[src/rtl/ssr_pkg.sv]
// Constants, types and decode helpers of the soft-start ramp sequencer.
// Assumes a 250 MHz pclk and a reference DAC in 7.8125 mV codes.
package ssr_pkg;
  localparam int CLK_MHZ = 250;
  localparam int CNT_W = 21;
  localparam int IVL_W = 16;
  typedef logic [9:0] code_t;
  // Largest legal output command, 5.5 V
  localparam code_t CODE_MAX = 10'h2C0;
  localparam code_t OVP_CODE = 10'h2E0;
  localparam code_t BOOT_OFFSET = 10'h03F;
  localparam int BIAS_TIMEOUT_US = 5500;
  localparam int BIAS_TIMEOUT_CYC = BIAS_TIMEOUT_US * CLK_MHZ;
  localparam int START_DELAY_US = 200;
  localparam int START_DELAY_CYC = START_DELAY_US * CLK_MHZ;
  // One DAC step in nanovolts, so that rates in nV/us divide it directly
  localparam longint STEP_PV = 64'd7812500;
  localparam int RATE_MSB = 7;
  localparam int RATE_LSB = 5;
  localparam int IMP_MSB = 4;
  localparam int IMP_LSB = 3;
  localparam int GAIN_BIT = 2;
  localparam logic [7:0] ADDR_VOUT = 8'h00;
  localparam logic [7:0] ADDR_OVR = 8'h04;
  localparam logic [7:0] ADDR_STAT = 8'h08;
  localparam logic [7:0] ADDR_DAC = 8'h0C;
  localparam int OVR_EN_BIT = 3;
  localparam int STAT_PG_BIT = 3;
  localparam int STAT_OE_BIT = 4;
  localparam int STAT_ERR_BIT = 8;

  typedef enum logic [2:0] {
    S_BIAS = 3'b000,
    S_IDLE = 3'b001,
    S_DELAY = 3'b010,
    S_PRE = 3'b011,
    S_RAMP = 3'b100,
    S_HOLD = 3'b101,
    S_OFF = 3'b110,
    S_FAULT = 3'b111
  } state_t;

  typedef struct packed {
    logic psel;
    logic penable;
    logic pwrite;
    logic [7:0] paddr;
    logic [31:0] pwdata;
  } apb_req_t;

  typedef struct packed {
    logic [31:0] prdata;
    logic pready;
    logic pslverr;
  } apb_rsp_t;

  // Cycles per DAC step; rates in nV/us, result rounded down, at least 1
  function automatic logic [IVL_W-1:0] step_cycles(input logic [2:0] sel,
                                                   input int div);
    longint c;
    c = 64'd1;
    unique case (sel)
      3'd0: c = STEP_PV * CLK_MHZ / 64'd1250000;
      3'd1: c = STEP_PV * CLK_MHZ / 64'd2500000;
      3'd2: c = STEP_PV * CLK_MHZ / 64'd5000000;
      3'd3: c = STEP_PV * CLK_MHZ / 64'd10000000;
      3'd4: c = STEP_PV * CLK_MHZ / 64'd78000;
      3'd5: c = STEP_PV * CLK_MHZ / 64'd157000;
      3'd6: c = STEP_PV * CLK_MHZ / 64'd315000;
      3'd7: c = STEP_PV * CLK_MHZ / 64'd625000;
    endcase
    c = c / longint'(div);
    if (c < 64'd1) begin
      c = 64'd1;
    end
    return c[IVL_W-1:0];
  endfunction

  // Boot strap code to DAC code; tie spots hold popular levels
  function automatic code_t boot_decode(input logic [7:0] s);
    code_t v;
    v = code_t'({2'b00, s}) + BOOT_OFFSET;
    unique case (s)
      8'h00: v = 10'h066;
      8'h20: v = 10'h06D;
      8'h40: v = 10'h073;
      8'h60: v = 10'h07A;
      8'h80: v = 10'h080;
      8'hA0: v = 10'h086;
      8'hC0: v = 10'h08D;
      8'hE0: v = 10'h09A;
      8'h1F: v = 10'h0AD;
      8'h3F: v = 10'h0C0;
      8'h5F: v = 10'h0E6;
      8'h7F: v = 10'h140;
      8'h9F: v = 10'h180;
      8'hBF: v = 10'h1A6;
      8'hDF: v = 10'h280;
      8'hFF: v = 10'h000;
      default: v = code_t'({2'b00, s}) + BOOT_OFFSET;
    endcase
    return v;
  endfunction
endpackage
[src/rtl/ramp_stepper.sv]
// Reference DAC stepper: one code per interval toward a target.
// Assumes interval is at least 1 and target is held while stepping.
module ramp_stepper
  import ssr_pkg::*;
(
  input wire logic pclk,
  input wire logic presetn,
  input wire logic load,
  input wire ssr_pkg::code_t load_val,
  input wire ssr_pkg::code_t target,
  input wire logic [ssr_pkg::IVL_W-1:0] interval,
  output ssr_pkg::code_t dac_r,
  output logic at_target
);
  code_t dac_nxt;
  logic [IVL_W-1:0] tick_r;
  logic [IVL_W-1:0] tick_nxt;

  assign at_target = (dac_r == target);

  always_comb begin
    dac_nxt = dac_r;
    tick_nxt = '0;
    if (load) begin
      dac_nxt = load_val;
    end else if (!at_target) begin
      // Step lands exactly on target, never past it
      if (tick_r >= interval - IVL_W'(1)) begin
        dac_nxt = (target > dac_r) ? dac_r + 10'h001 : dac_r - 10'h001;
      end else begin
        tick_nxt = tick_r + IVL_W'(1);
      end
    end
  end

  always_ff @(posedge pclk or negedge presetn) begin
    if (!presetn) begin
      dac_r <= '0;
      tick_r <= '0;
    end else begin
      dac_r <= dac_nxt;
      tick_r <= tick_nxt;
    end
  end
endmodule

[src/rtl/soft_start_ramp_sequencer.sv]
// Soft-start sequencer: bias wait, start delay, boot ramp, command ramps.
// Assumes synchronous straps, enable and precharge level; APB slave.
// Overview of operation
// - Ramp strap top bits pick one of eight slew rates; impedance, gain.
// - Ramp strap: rate bits 7:5, impedance 4:3, gain bit 2.
// - No start before bias timeout of 5.5 ms and enable high.
// - Wait fixed 200 us delay after enable before first ramp.
// - Reference steps digitally toward target at selected slew rate.
// - Hold reference at boot level until a valid command arrives.
// - Valid command ramps reference from present value to command.
// - Command during boot ramp abandons boot target immediately.
// - Precharge: no switching until reference reaches precharge level.
// - Precharge below boot: ramp up to boot, then power good.
// - Precharge above boot, below limit: ramp down, then power good.
// - Boot level comes from 8-bit strap, 256 selections.
// - Boot code maps to command code plus 3Fh, 7.8125 mV steps.
// - Tie-low and tie-high strap codes give popular boot levels.
// - Zero boot level: driver tri-stated, reference held at zero.
// - Command after bias wait and before enable replaces boot level.
//
// Register access over APB and the register addresses were chosen for this implementation.
module soft_start_ramp_sequencer
#(
  parameter int BIAS_CYC = ssr_pkg::BIAS_TIMEOUT_CYC,
  parameter int DELAY_CYC = ssr_pkg::START_DELAY_CYC,
  parameter int SLEW_DIV = 1
)
(
  input wire logic pclk,
  input wire logic presetn,
  input wire ssr_pkg::apb_req_t apb_req,
  output ssr_pkg::apb_rsp_t apb_rsp,
  input wire logic en_in,
  input wire logic [7:0] boot_voltage_strap,
  input wire logic [7:0] ramp_config_strap,
  input wire ssr_pkg::code_t precharge_code,
  output ssr_pkg::code_t dac_code,
  output logic gate_drive_oe,
  output logic power_good_flag,
  output logic [1:0] loop_impedance_select,
  output logic gain_multiplier_select
);
  import ssr_pkg::*;

  state_t state_r, state_nxt;
  logic [CNT_W-1:0] cnt_r, cnt_nxt;
  code_t boot_r, boot_nxt;
  code_t target_r, target_nxt;
  code_t pre_r, pre_nxt;
  logic pg_r, pg_nxt;
  logic oe_r, oe_nxt;
  logic [2:0] rate_r, rate_nxt;
  logic [1:0] imp_r, imp_nxt;
  logic gain_r, gain_nxt;
  logic [3:0] ovr_r, ovr_nxt;
  logic err_r, err_nxt;
  apb_rsp_t rsp_r, rsp_nxt;

  logic setup, access, wr_vout, cmd_ok;
  code_t cmd_code;
  logic stp_load;
  code_t stp_target;
  logic at_target;
  logic [2:0] rate_sel;
  logic [IVL_W-1:0] interval;

  // Bus decode
  assign setup = apb_req.psel & ~apb_req.penable;
  assign access = apb_req.psel & apb_req.penable & rsp_r.pready;
  assign cmd_code = apb_req.pwdata[9:0];
  assign wr_vout = access & apb_req.pwrite & (apb_req.paddr == ADDR_VOUT);
  assign cmd_ok = wr_vout & (cmd_code != '0) & (cmd_code <= CODE_MAX);

  // Override field wins over the strap when enabled
  assign rate_sel = ovr_r[OVR_EN_BIT] ? ovr_r[2:0] : rate_r;
  assign interval = step_cycles(rate_sel, SLEW_DIV);

  // Reference chases the precharge level first, switching held off
  assign stp_target = (state_r == S_PRE) ? pre_r : target_r;
  assign stp_load = (state_r == S_BIAS) || (state_r == S_IDLE) ||
                    (state_r == S_DELAY) || (state_r == S_OFF) ||
                    (state_r == S_FAULT);

  ramp_stepper u_stepper (
    .pclk(pclk),
    .presetn(presetn),
    .load(stp_load),
    .load_val(10'h000),
    .target(stp_target),
    .interval(interval),
    .dac_r(dac_code),
    .at_target(at_target)
  );

  // Sequencer next state
  always_comb begin
    state_nxt = state_r;
    cnt_nxt = cnt_r;
    boot_nxt = boot_r;
    target_nxt = target_r;
    pre_nxt = pre_r;
    pg_nxt = pg_r;
    oe_nxt = oe_r;
    rate_nxt = rate_r;
    imp_nxt = imp_r;
    gain_nxt = gain_r;
    unique case (state_r)
      S_BIAS: begin
        // Straps are sampled only after release, never under reset
        rate_nxt = ramp_config_strap[RATE_MSB:RATE_LSB];
        imp_nxt = ramp_config_strap[IMP_MSB:IMP_LSB];
        gain_nxt = ramp_config_strap[GAIN_BIT];
        boot_nxt = boot_decode(boot_voltage_strap);
        cnt_nxt = cnt_r + CNT_W'(1);
        if (cnt_r == CNT_W'(BIAS_CYC - 1)) begin
          state_nxt = S_IDLE;
          cnt_nxt = '0;
        end
      end
      S_IDLE: begin
        if (cmd_ok) begin
          boot_nxt = cmd_code;
        end
        if (en_in) begin
          target_nxt = boot_nxt;
          cnt_nxt = '0;
          state_nxt = (boot_nxt == '0) ? S_OFF : S_DELAY;
        end
      end
      S_DELAY: begin
        cnt_nxt = cnt_r + CNT_W'(1);
        if (cmd_ok) begin
          target_nxt = cmd_code;
        end
        if (cnt_r == CNT_W'(DELAY_CYC - 1)) begin
          cnt_nxt = '0;
          pre_nxt = precharge_code;
          if (precharge_code >= OVP_CODE) begin
            state_nxt = S_FAULT;
          end else if (precharge_code != '0) begin
            state_nxt = S_PRE;
          end else begin
            state_nxt = S_RAMP;
            oe_nxt = 1'b1;
          end
        end
      end
      S_PRE: begin
        if (cmd_ok) begin
          target_nxt = cmd_code;
        end
        if (at_target) begin
          // Up or down to the boot level from here
          state_nxt = S_RAMP;
          oe_nxt = 1'b1;
        end
      end
      S_RAMP: begin
        if (cmd_ok) begin
          target_nxt = cmd_code;
        end else if (at_target) begin
          state_nxt = S_HOLD;
          pg_nxt = 1'b1;
        end
      end
      S_HOLD: begin
        if (cmd_ok) begin
          target_nxt = cmd_code;
          state_nxt = S_RAMP;
        end
      end
      S_OFF: begin
        oe_nxt = 1'b0;
      end
      S_FAULT: begin
        // Precharge above the limit: no start until enable cycles
        oe_nxt = 1'b0;
      end
    endcase
    if (state_r != S_BIAS && state_r != S_IDLE && !en_in) begin
      state_nxt = S_IDLE;
      oe_nxt = 1'b0;
      pg_nxt = 1'b0;
      cnt_nxt = '0;
    end
  end

  always_ff @(posedge pclk or negedge presetn) begin
    if (!presetn) begin
      state_r <= S_BIAS;
      cnt_r <= '0;
      boot_r <= '0;
      target_r <= '0;
      pre_r <= '0;
      pg_r <= 1'b0;
      oe_r <= 1'b0;
      rate_r <= '0;
      imp_r <= '0;
      gain_r <= 1'b0;
    end else begin
      state_r <= state_nxt;
      cnt_r <= cnt_nxt;
      boot_r <= boot_nxt;
      target_r <= target_nxt;
      pre_r <= pre_nxt;
      pg_r <= pg_nxt;
      oe_r <= oe_nxt;
      rate_r <= rate_nxt;
      imp_r <= imp_nxt;
      gain_r <= gain_nxt;
    end
  end

  // Register slave: data staged in setup, one access cycle, no waits
  always_comb begin
    rsp_nxt = '0;
    ovr_nxt = ovr_r;
    err_nxt = err_r;
    if (setup) begin
      rsp_nxt.pready = 1'b1;
      unique case (apb_req.paddr)
        ADDR_VOUT: rsp_nxt.prdata = {22'h0, target_r};
        ADDR_OVR: rsp_nxt.prdata = {28'h0, ovr_r};
        ADDR_STAT: rsp_nxt.prdata = {23'h0, err_r, 3'h0, oe_r, pg_r,
                                     state_r};
        ADDR_DAC: rsp_nxt.prdata = {22'h0, dac_code};
        default: rsp_nxt.pslverr = 1'b1;
      endcase
    end
    if (access && apb_req.pwrite) begin
      if (apb_req.paddr == ADDR_OVR) begin
        ovr_nxt = apb_req.pwdata[3:0];
      end
      if (apb_req.paddr == ADDR_STAT && apb_req.pwdata[STAT_ERR_BIT]) begin
        err_nxt = 1'b0;
      end
    end
    // A rejected command sets the flag even while it is being cleared
    if (wr_vout && !cmd_ok) begin
      err_nxt = 1'b1;
    end
  end

  always_ff @(posedge pclk or negedge presetn) begin
    if (!presetn) begin
      rsp_r <= '0;
      ovr_r <= '0;
      err_r <= 1'b0;
    end else begin
      rsp_r <= rsp_nxt;
      ovr_r <= ovr_nxt;
      err_r <= err_nxt;
    end
  end

  assign apb_rsp = rsp_r;
  assign gate_drive_oe = oe_r;
  assign power_good_flag = pg_r;
  assign loop_impedance_select = imp_r;
  assign gain_multiplier_select = gain_r;
endmodule

[config.mk]
export PLATFORM = sky130hd
export DESIGN_NAME = soft_start_ramp_sequencer
export DESIGN_NICKNAME = d
export VERILOG_FILES = /design/src/rtl/ssr_pkg.sv /design/src/rtl/ramp_stepper.sv /design/src/rtl/soft_start_ramp_sequencer.sv
export SDC_FILE = /design/constraint.sdc
export NUM_CORES = 1
export LEC_CHECK = 0
export ABC_AREA = 1
export BUFFER_PORTS_ARGS = -buffer_cell sky130_fd_sc_hd__buf_2
export CAP_MARGIN = 15
export CORE_MARGIN = 2
export CORE_UTILIZATION = 60
export CTS_CLUSTER_SIZE = 12
export DETAILED_ROUTE_END_ITERATION = 10
export PLACE_DENSITY = 0.84
export SLEW_MARGIN = 20
export SYNTH_ARGS = -nofsm -noshare
export SYNTH_HDL_FRONTEND = slang
export SYNTH_HIERARCHICAL = 1
export SYNTH_SLANG_ARGS = --single-unit
[constraint.sdc]
create_clock -name pclk -period 10.59 [get_ports pclk]
set_clock_uncertainty 0.2 [all_clocks]
set_input_delay 1.059 -clock pclk [delete_from_list [all_inputs] [get_ports pclk]]
set_output_delay 1.059 -clock pclk [all_outputs]
set_load 0.02 [all_outputs]
After elaboration in Yosys (flattened, before gate mapping)
Memory sizes are Yosys's and may differ from the RTL's.
Index checks and enable logic that the tools add are counted.
{ "word_totals": {"regBits": 127, "rom_bits": 120, "inputBits": 72, "out_inout_bits": 49, "word_cells": 168, "memories": 1} }
{ "classes": {"addsub": 6, "order_cmp": 5, "eq_ne": 42, "muxes": 49, "n_bitwise": 8, "reduce_logical": 40} }
{ "memory_table": {"columns": ["memory", "words", "word_bits", "rd", "rd_clocked_by_memory_dff", "wr", "line_no", "source"], "rows": [
  ["(name not given)", 8, 15, 1, 0, 0, "ssr_pkg.sv:62", "unique case (sel)"]
]} }
{ "op_table": {"columns": ["cell", "n"], "rows": [
  ["case mux 10 bit (16 select lines)", 1],
  ["two-way mux 10 bit", 9],
  ["two-way mux 21 bit", 4],
  ["== test 8 bit, second input constant", 8],
  ["less-than comparator 64 x 1 -> 1 bit, second input constant", 1],
  ["two-way mux 16 bit", 4],
  ["case mux 21 bit (3 select lines)", 1],
  ["case mux 10 bit (2 select lines)", 2],
  ["case mux 10 bit (4 select lines)", 1],
  ["two-way mux 3 bit", 12],
  ["== test 8 x 7 -> 1 bit, second input constant", 4],
  ["adder 21 x 1 -> 21 bit, second input constant", 1],
  ["== test 21 x 16 -> 1 bit, second input constant", 1],
  ["== test 21 bit, second input constant", 1],
  ["nonzero test 10 bit", 2],
  ["case mux 3 bit (6 select lines)", 1],
  ["adder 16 x 1 -> 16 bit, second input constant", 1],
  ["== test 8 x 4 -> 1 bit, second input constant", 2],
  ["== test 8 x 6 -> 1 bit, second input constant", 2],
  [">= comparator 16 bit", 1],
  ["logical NOT 8 bit", 2],
  ["subtractor 16 x 1 -> 16 bit, second input constant", 1],
  ["nonzero test 2 bit", 7],
  ["== test 3 bit, second input constant", 4],
  ["other kinds (35)", 77]
]} }

Depth between registers and ports, before layout
{ "logic_depth": {"word_depth": 13, "depth_mapped": 31, "mapped_depth_nobuf": 30} }

Modules after synthesis
Netlist, hierarchy kept.
{ "modules_own_cells": {"columns": ["mod", "n_inst", "cells_each", "area_each_um2", "seq_area_each_um2"], "rows": [
  ["soft_start_ramp_sequencer", 1, 742, 5245.0, 1976.9],
  ["ramp_stepper", 1, 382, 2700.1, 650.6]
]} }

Worst setup path before layout
Ideal clock, no wire load.
{ "synth_timing": {"path_kind": "reg2reg", "from": "register ovr_r[3]", "to": "register u_stepper.tick_r[13]", "setup_time_ns": 0.121, "t_arrival_ns": 4.223, "required_ns": 10.269, "path_slack_ns": 6.046, "stages_incl_launch_ff": 31, "path_buffers": 1, "period_less_slack_ns": 4.544, "cell_sequence": "dfrtp_1 -> inv_1 -> or2_2 -> o21ai_0 -> ha_1 -> inv_1 -> nor2_1 -> nor2_1 -> inv_1 -> nor4_1 -> or3b_2 -> inv_1 -> ha_1 -> nand2_1 -> nor3_2 -> inv_1 -> nor2_1 -> nand3_1 -> xor2_1 -> inv_1 -> ha_1 -> nand2_1 -> inv_1 -> nand3_1 -> nor2_1 -> nand3_1 -> nand3_1 -> nor2_1 -> nand2_1 -> buf_2 -> nor2_1"} }
{ "synth_via": {"elab_chain_len": 9} }
{ "synth_rtl": {"columns": ["item", "line_no", "source"], "rows": [
  ["start, declared", "soft_start_ramp_sequencer.sv:55", "logic [3:0] ovr_r, ovr_nxt;"],
  ["start signal, assigned", "soft_start_ramp_sequencer.sv:251", "ovr_r <= ovr_nxt;"],
  ["two-way mux 3 bit *", "soft_start_ramp_sequencer.sv:75", "assign rate_sel = ovr_r[OVR_EN_BIT] ? ovr_r[2:0] : rate_r;"],
  ["memory (8 x 15 bit) *", null, null],
  ["less-than comparator 64 x 1 -> 1 bit", "ssr_pkg.sv:73", "if (c < 64'd1) begin"],
  ["two-way mux 16 bit *", "ssr_pkg.sv:73", null],
  ["via interval[12]", "soft_start_ramp_sequencer.sv:65", "logic [IVL_W-1:0] interval;"],
  ["subtractor 16 x 1 -> 16 bit *", "ramp_stepper.sv:28", "if (tick_r >= interval - IVL_W'(1)) begin"],
  [">= comparator 16 bit *", "ramp_stepper.sv:28", null],
  ["two-way mux 16 bit *", "ramp_stepper.sv:28", null],
  ["two-way mux 16 bit *", "ramp_stepper.sv:26", "end else if (!at_target) begin"],
  ["two-way mux 16 bit *", "ramp_stepper.sv:24", "if (load) begin"],
  ["via u_stepper.tick_nxt[13]", "ramp_stepper.sv:17", "logic [IVL_W-1:0] tick_nxt;"],
  ["end signal, assigned", "ramp_stepper.sv:42", "tick_r <= tick_nxt;"],
  ["end, declared", "ramp_stepper.sv:16", "logic [IVL_W-1:0] tick_r;"]
]} }
Mark *: on every way through the listed nets, which the timed path passes. The rest lies on a longest branch.
A chain may end at the register's enable or synchronous reset.

Worst setup path in the final report
{ "layout_timing": {"from": "register ovr_r[3]", "to": "register u_stepper.tick_r[6]"} }
The elaborated chain is that of the path after synthesis.

==> results_dict.tcl <==
set metrics [dict create \
    fp.dieH_um 119 \
    io_buffer_count 74 \
    critPathSlowestCell "dfrtp_1" \
    pre_cts_ws_ps 5200 \
    cap_viol_max_count 0 \
    die_area_sq_um 14200 \
    stdcell_count 1382 \
    layout_min_cycle_time_ps 5440 \
    path_clk_slew_ps 70 \
    io_pins 121 \
    leakagePower_uw 0.00454 \
    synth_warnings 6 \
    ctsResizeCount 0 \
    grt_overflow 0 \
    powerDensity_nw_per_um2 103 \
    core_area_sq_um 13100 \
    synth-edff-count 0 \
    critical_path_class "register to register" \
    initial_utilization_pct 60.7 \
    route.detailed.drc 0 \
    synthCells 1124 \
    grt_pass1_wl_um 31200 \
    dp.cells 1365 \
    routed_wl_um 18700 \
    fin_ws_ps 5150 \
    die_w_um 119 \
    post-route-util_pct 66.6 \
    tns_ps 0 \
    ant_nets 0 \
    ys_ff_latch 105 \
    cp-start-kind "register" \
    hp-class "register to register" \
    cts_buffer_depth 2 \
    avgSynthCellArea_sq_um 7.07 \
    synthDistinctLibCells 60 \
    max_stage_delay_ps 450 \
    max-vdd-ir-drop_mv 0.0718 \
    drtIter0Drc 525 \
    cp_max_fo 16 \
    htreeDepth 3 \
    cts_setup_buffers 0 \
    cts_tree "done" \
    grt_start_max_net_pins 76 \
    areaGrowthSynthToFinish_pct 9.61 \
    cp_data_arrival_time_ps 5490 \
    slew_headroom_pct 38.8 \
    first_global_vias 6817 \
    status "complete, no violations" \
    final_area_sq_um 8710 \
    num_rows 42 \
    first_pass_iters 5 \
    slew_viol_final 0 \
    netlist_area_sq_um 7950 \
    final_common_cell "nand2_1" \
    fin_nets 1319 \
    seq_area_frac_synth_pct 33.1 \
    cts_root_buffer "clkbuf_16" \
    layout_common_cells "nand2_1 (288), inv_1 (157), nor2_1 (133)" \
    placed_cell_area_sq_um 8390 \
    clock_latency_ps 360 \
    routed_via_density 5.38 \
    wl_per_cell_um 13.6 \
    setup_viol 0 \
    antenna_found_initial 3 \
    rsz0062_at_grt "false" \
    hold_viol 0 \
    endpoint_kind "register" \
    period_share_pct 51.3 \
    crit_required_ps 10650 \
    cts_buffers 9 \
    gp_congestion 0.946 \
    ys.flop_type "dfrtp_1" \
    worstMarginPinSlew_ps 918 \
    clock_sinks 105 \
    synthArstFlopShare_pct 100 \
    via_count 7433 \
    place_hpwl_um 14700 \
    fmax_mhz 184 \
    postCtsHoldBufs 0 \
    drive_gt1_share_pct 12.9 \
    grt_usage_pct 26.7 \
]
==> through the flow <==
| stage | hold slack [ps] | total power (uW) |
|---|---|---|
| final | 269 | 897 |
| after global routing | 299 | 934 |
| after CTS | 275 | 902 |
| after detailed placement | 257 | 553 |
| after global placement | 254 | 550 |
| after floorplan | 237 | 516 |
==> path summary, 6_finish.rpt <==
check | startpoint | end | slack, ps | cells after the start
min in group asynchronous | presetn | cnt_r[11] | 410 | 1
max reg2reg | ovr_r[3] | u_stepper/tick_r[6] | 5150 | 28
max | ovr_r[3] | u_stepper/tick_r[6] | 5150 | 28
min reg2reg | loop_impedance_select[0] | loop_impedance_select[0] | 270 | 2
min | loop_impedance_select[0] | loop_impedance_select[0] | 270 | 2
max in group asynchronous | presetn | u_stepper/tick_r[9] | 8530 | 2
==> sequential cells by signal, indices dropped and copies added (netlist names), 3 cells and up <==
| register | cells |
|---|---|
| u_stepper/tick_r | 16 |
| pre_r | 10 |
| boot_r | 10 |
| ovr_r | 4 |
| u_stepper/dac_r | 10 |
| rate_r | 3 |
| apb_rsp | 12 |
| cnt_r | 21 |
| target_r | 10 |
| state_r | 3 |
==> synthesized netlist by cell type, types with 3 or more instances <==
cell | instances | area (sq um)
ha_1 | 46 | 576
o221ai_1 | 7 | 61.3
mux2_2 | 5 | 56.3
a31oi_1 | 12 | 75.1
xor2_1 | 18 | 158
xnor2_1 | 14 | 123
o211ai_1 | 4 | 30.0
o21ai_0 | 44 | 220
nand2_1 | 288 | 1080
nand4_1 | 25 | 156
a221oi_1 | 5 | 43.8
nor2_2 | 7 | 43.8
inv_1 | 157 | 589
nand2_2 | 10 | 62.6
nor4_1 | 7 | 43.8
a21oi_2 | 3 | 26.3
nand3_1 | 68 | 340
buf_2 | 7 | 35.0
nor2_4 | 3 | 33.8
o21ai_2 | 10 | 87.6
dfrtp_1 | 105 | 2630
buf_4 | 24 | 180
inv_2 | 4 | 15.0
clkbuf_1 | 10 | 37.5
nor3_2 | 5 | 50.1
a21oi_1 | 38 | 190
a22oi_1 | 5 | 37.5
nor3_1 | 17 | 85.1
nor2_1 | 133 | 499
or2_2 | 4 | 25.0
==> worst max-delay path, delay by kind of cell, from the launching register on <==
kind            cells  cell delay, ps
simple gates       18            3230
xor+xnor            1             140
fa+ha+maj           2             530
compound gates      2             370
buf+inv             5             430
flops               1             450
==> kinds of logic after synthesis <==
family          share of synthesized area (%)
compound gates                           11.8
xor+xnor                                 3.53
fa+ha+maj                                7.50
buf+inv                                  11.4
flops                                    33.1
mux                                     0.709
other cells                            0.0472
simple gates                             32.0
==> metal layers <==
layer | track usage, % | wire (um) | vias up
li1 | - | - | 3744
met4 | 7.96 | 379 | 4
met2 | 43.9 | 8850 | 215
met3 | 4.41 | 955 | 35
met5 | 0 | 27 | -
met1 | 36.5 | 8520 | 3435
==> area by class of cell <==
type / count / area [sq um]
multi-input cells: 844 / 4540
fillers: 1178 / 4380
flip-flops and latches: 105 / 2630
inverters: 164 / 621
repair buffers: 76 / 388
clock buffers: 10 / 239
well taps: 176 / 220
clock inverters: 6 / 72.6
diodes: 1 / 2.50
==> power by group <==
part | total [uW] | switching, uW | internal (uW) | leakage, uW
registers | 415 | 6.04 | 409 | 0.00135
clock network | 350 | 157 | 193 | 0.000155
logic | 132 | 87.6 | 44.5 | 0.00303
No activity file was read; power rests on OpenSTA's default activity.
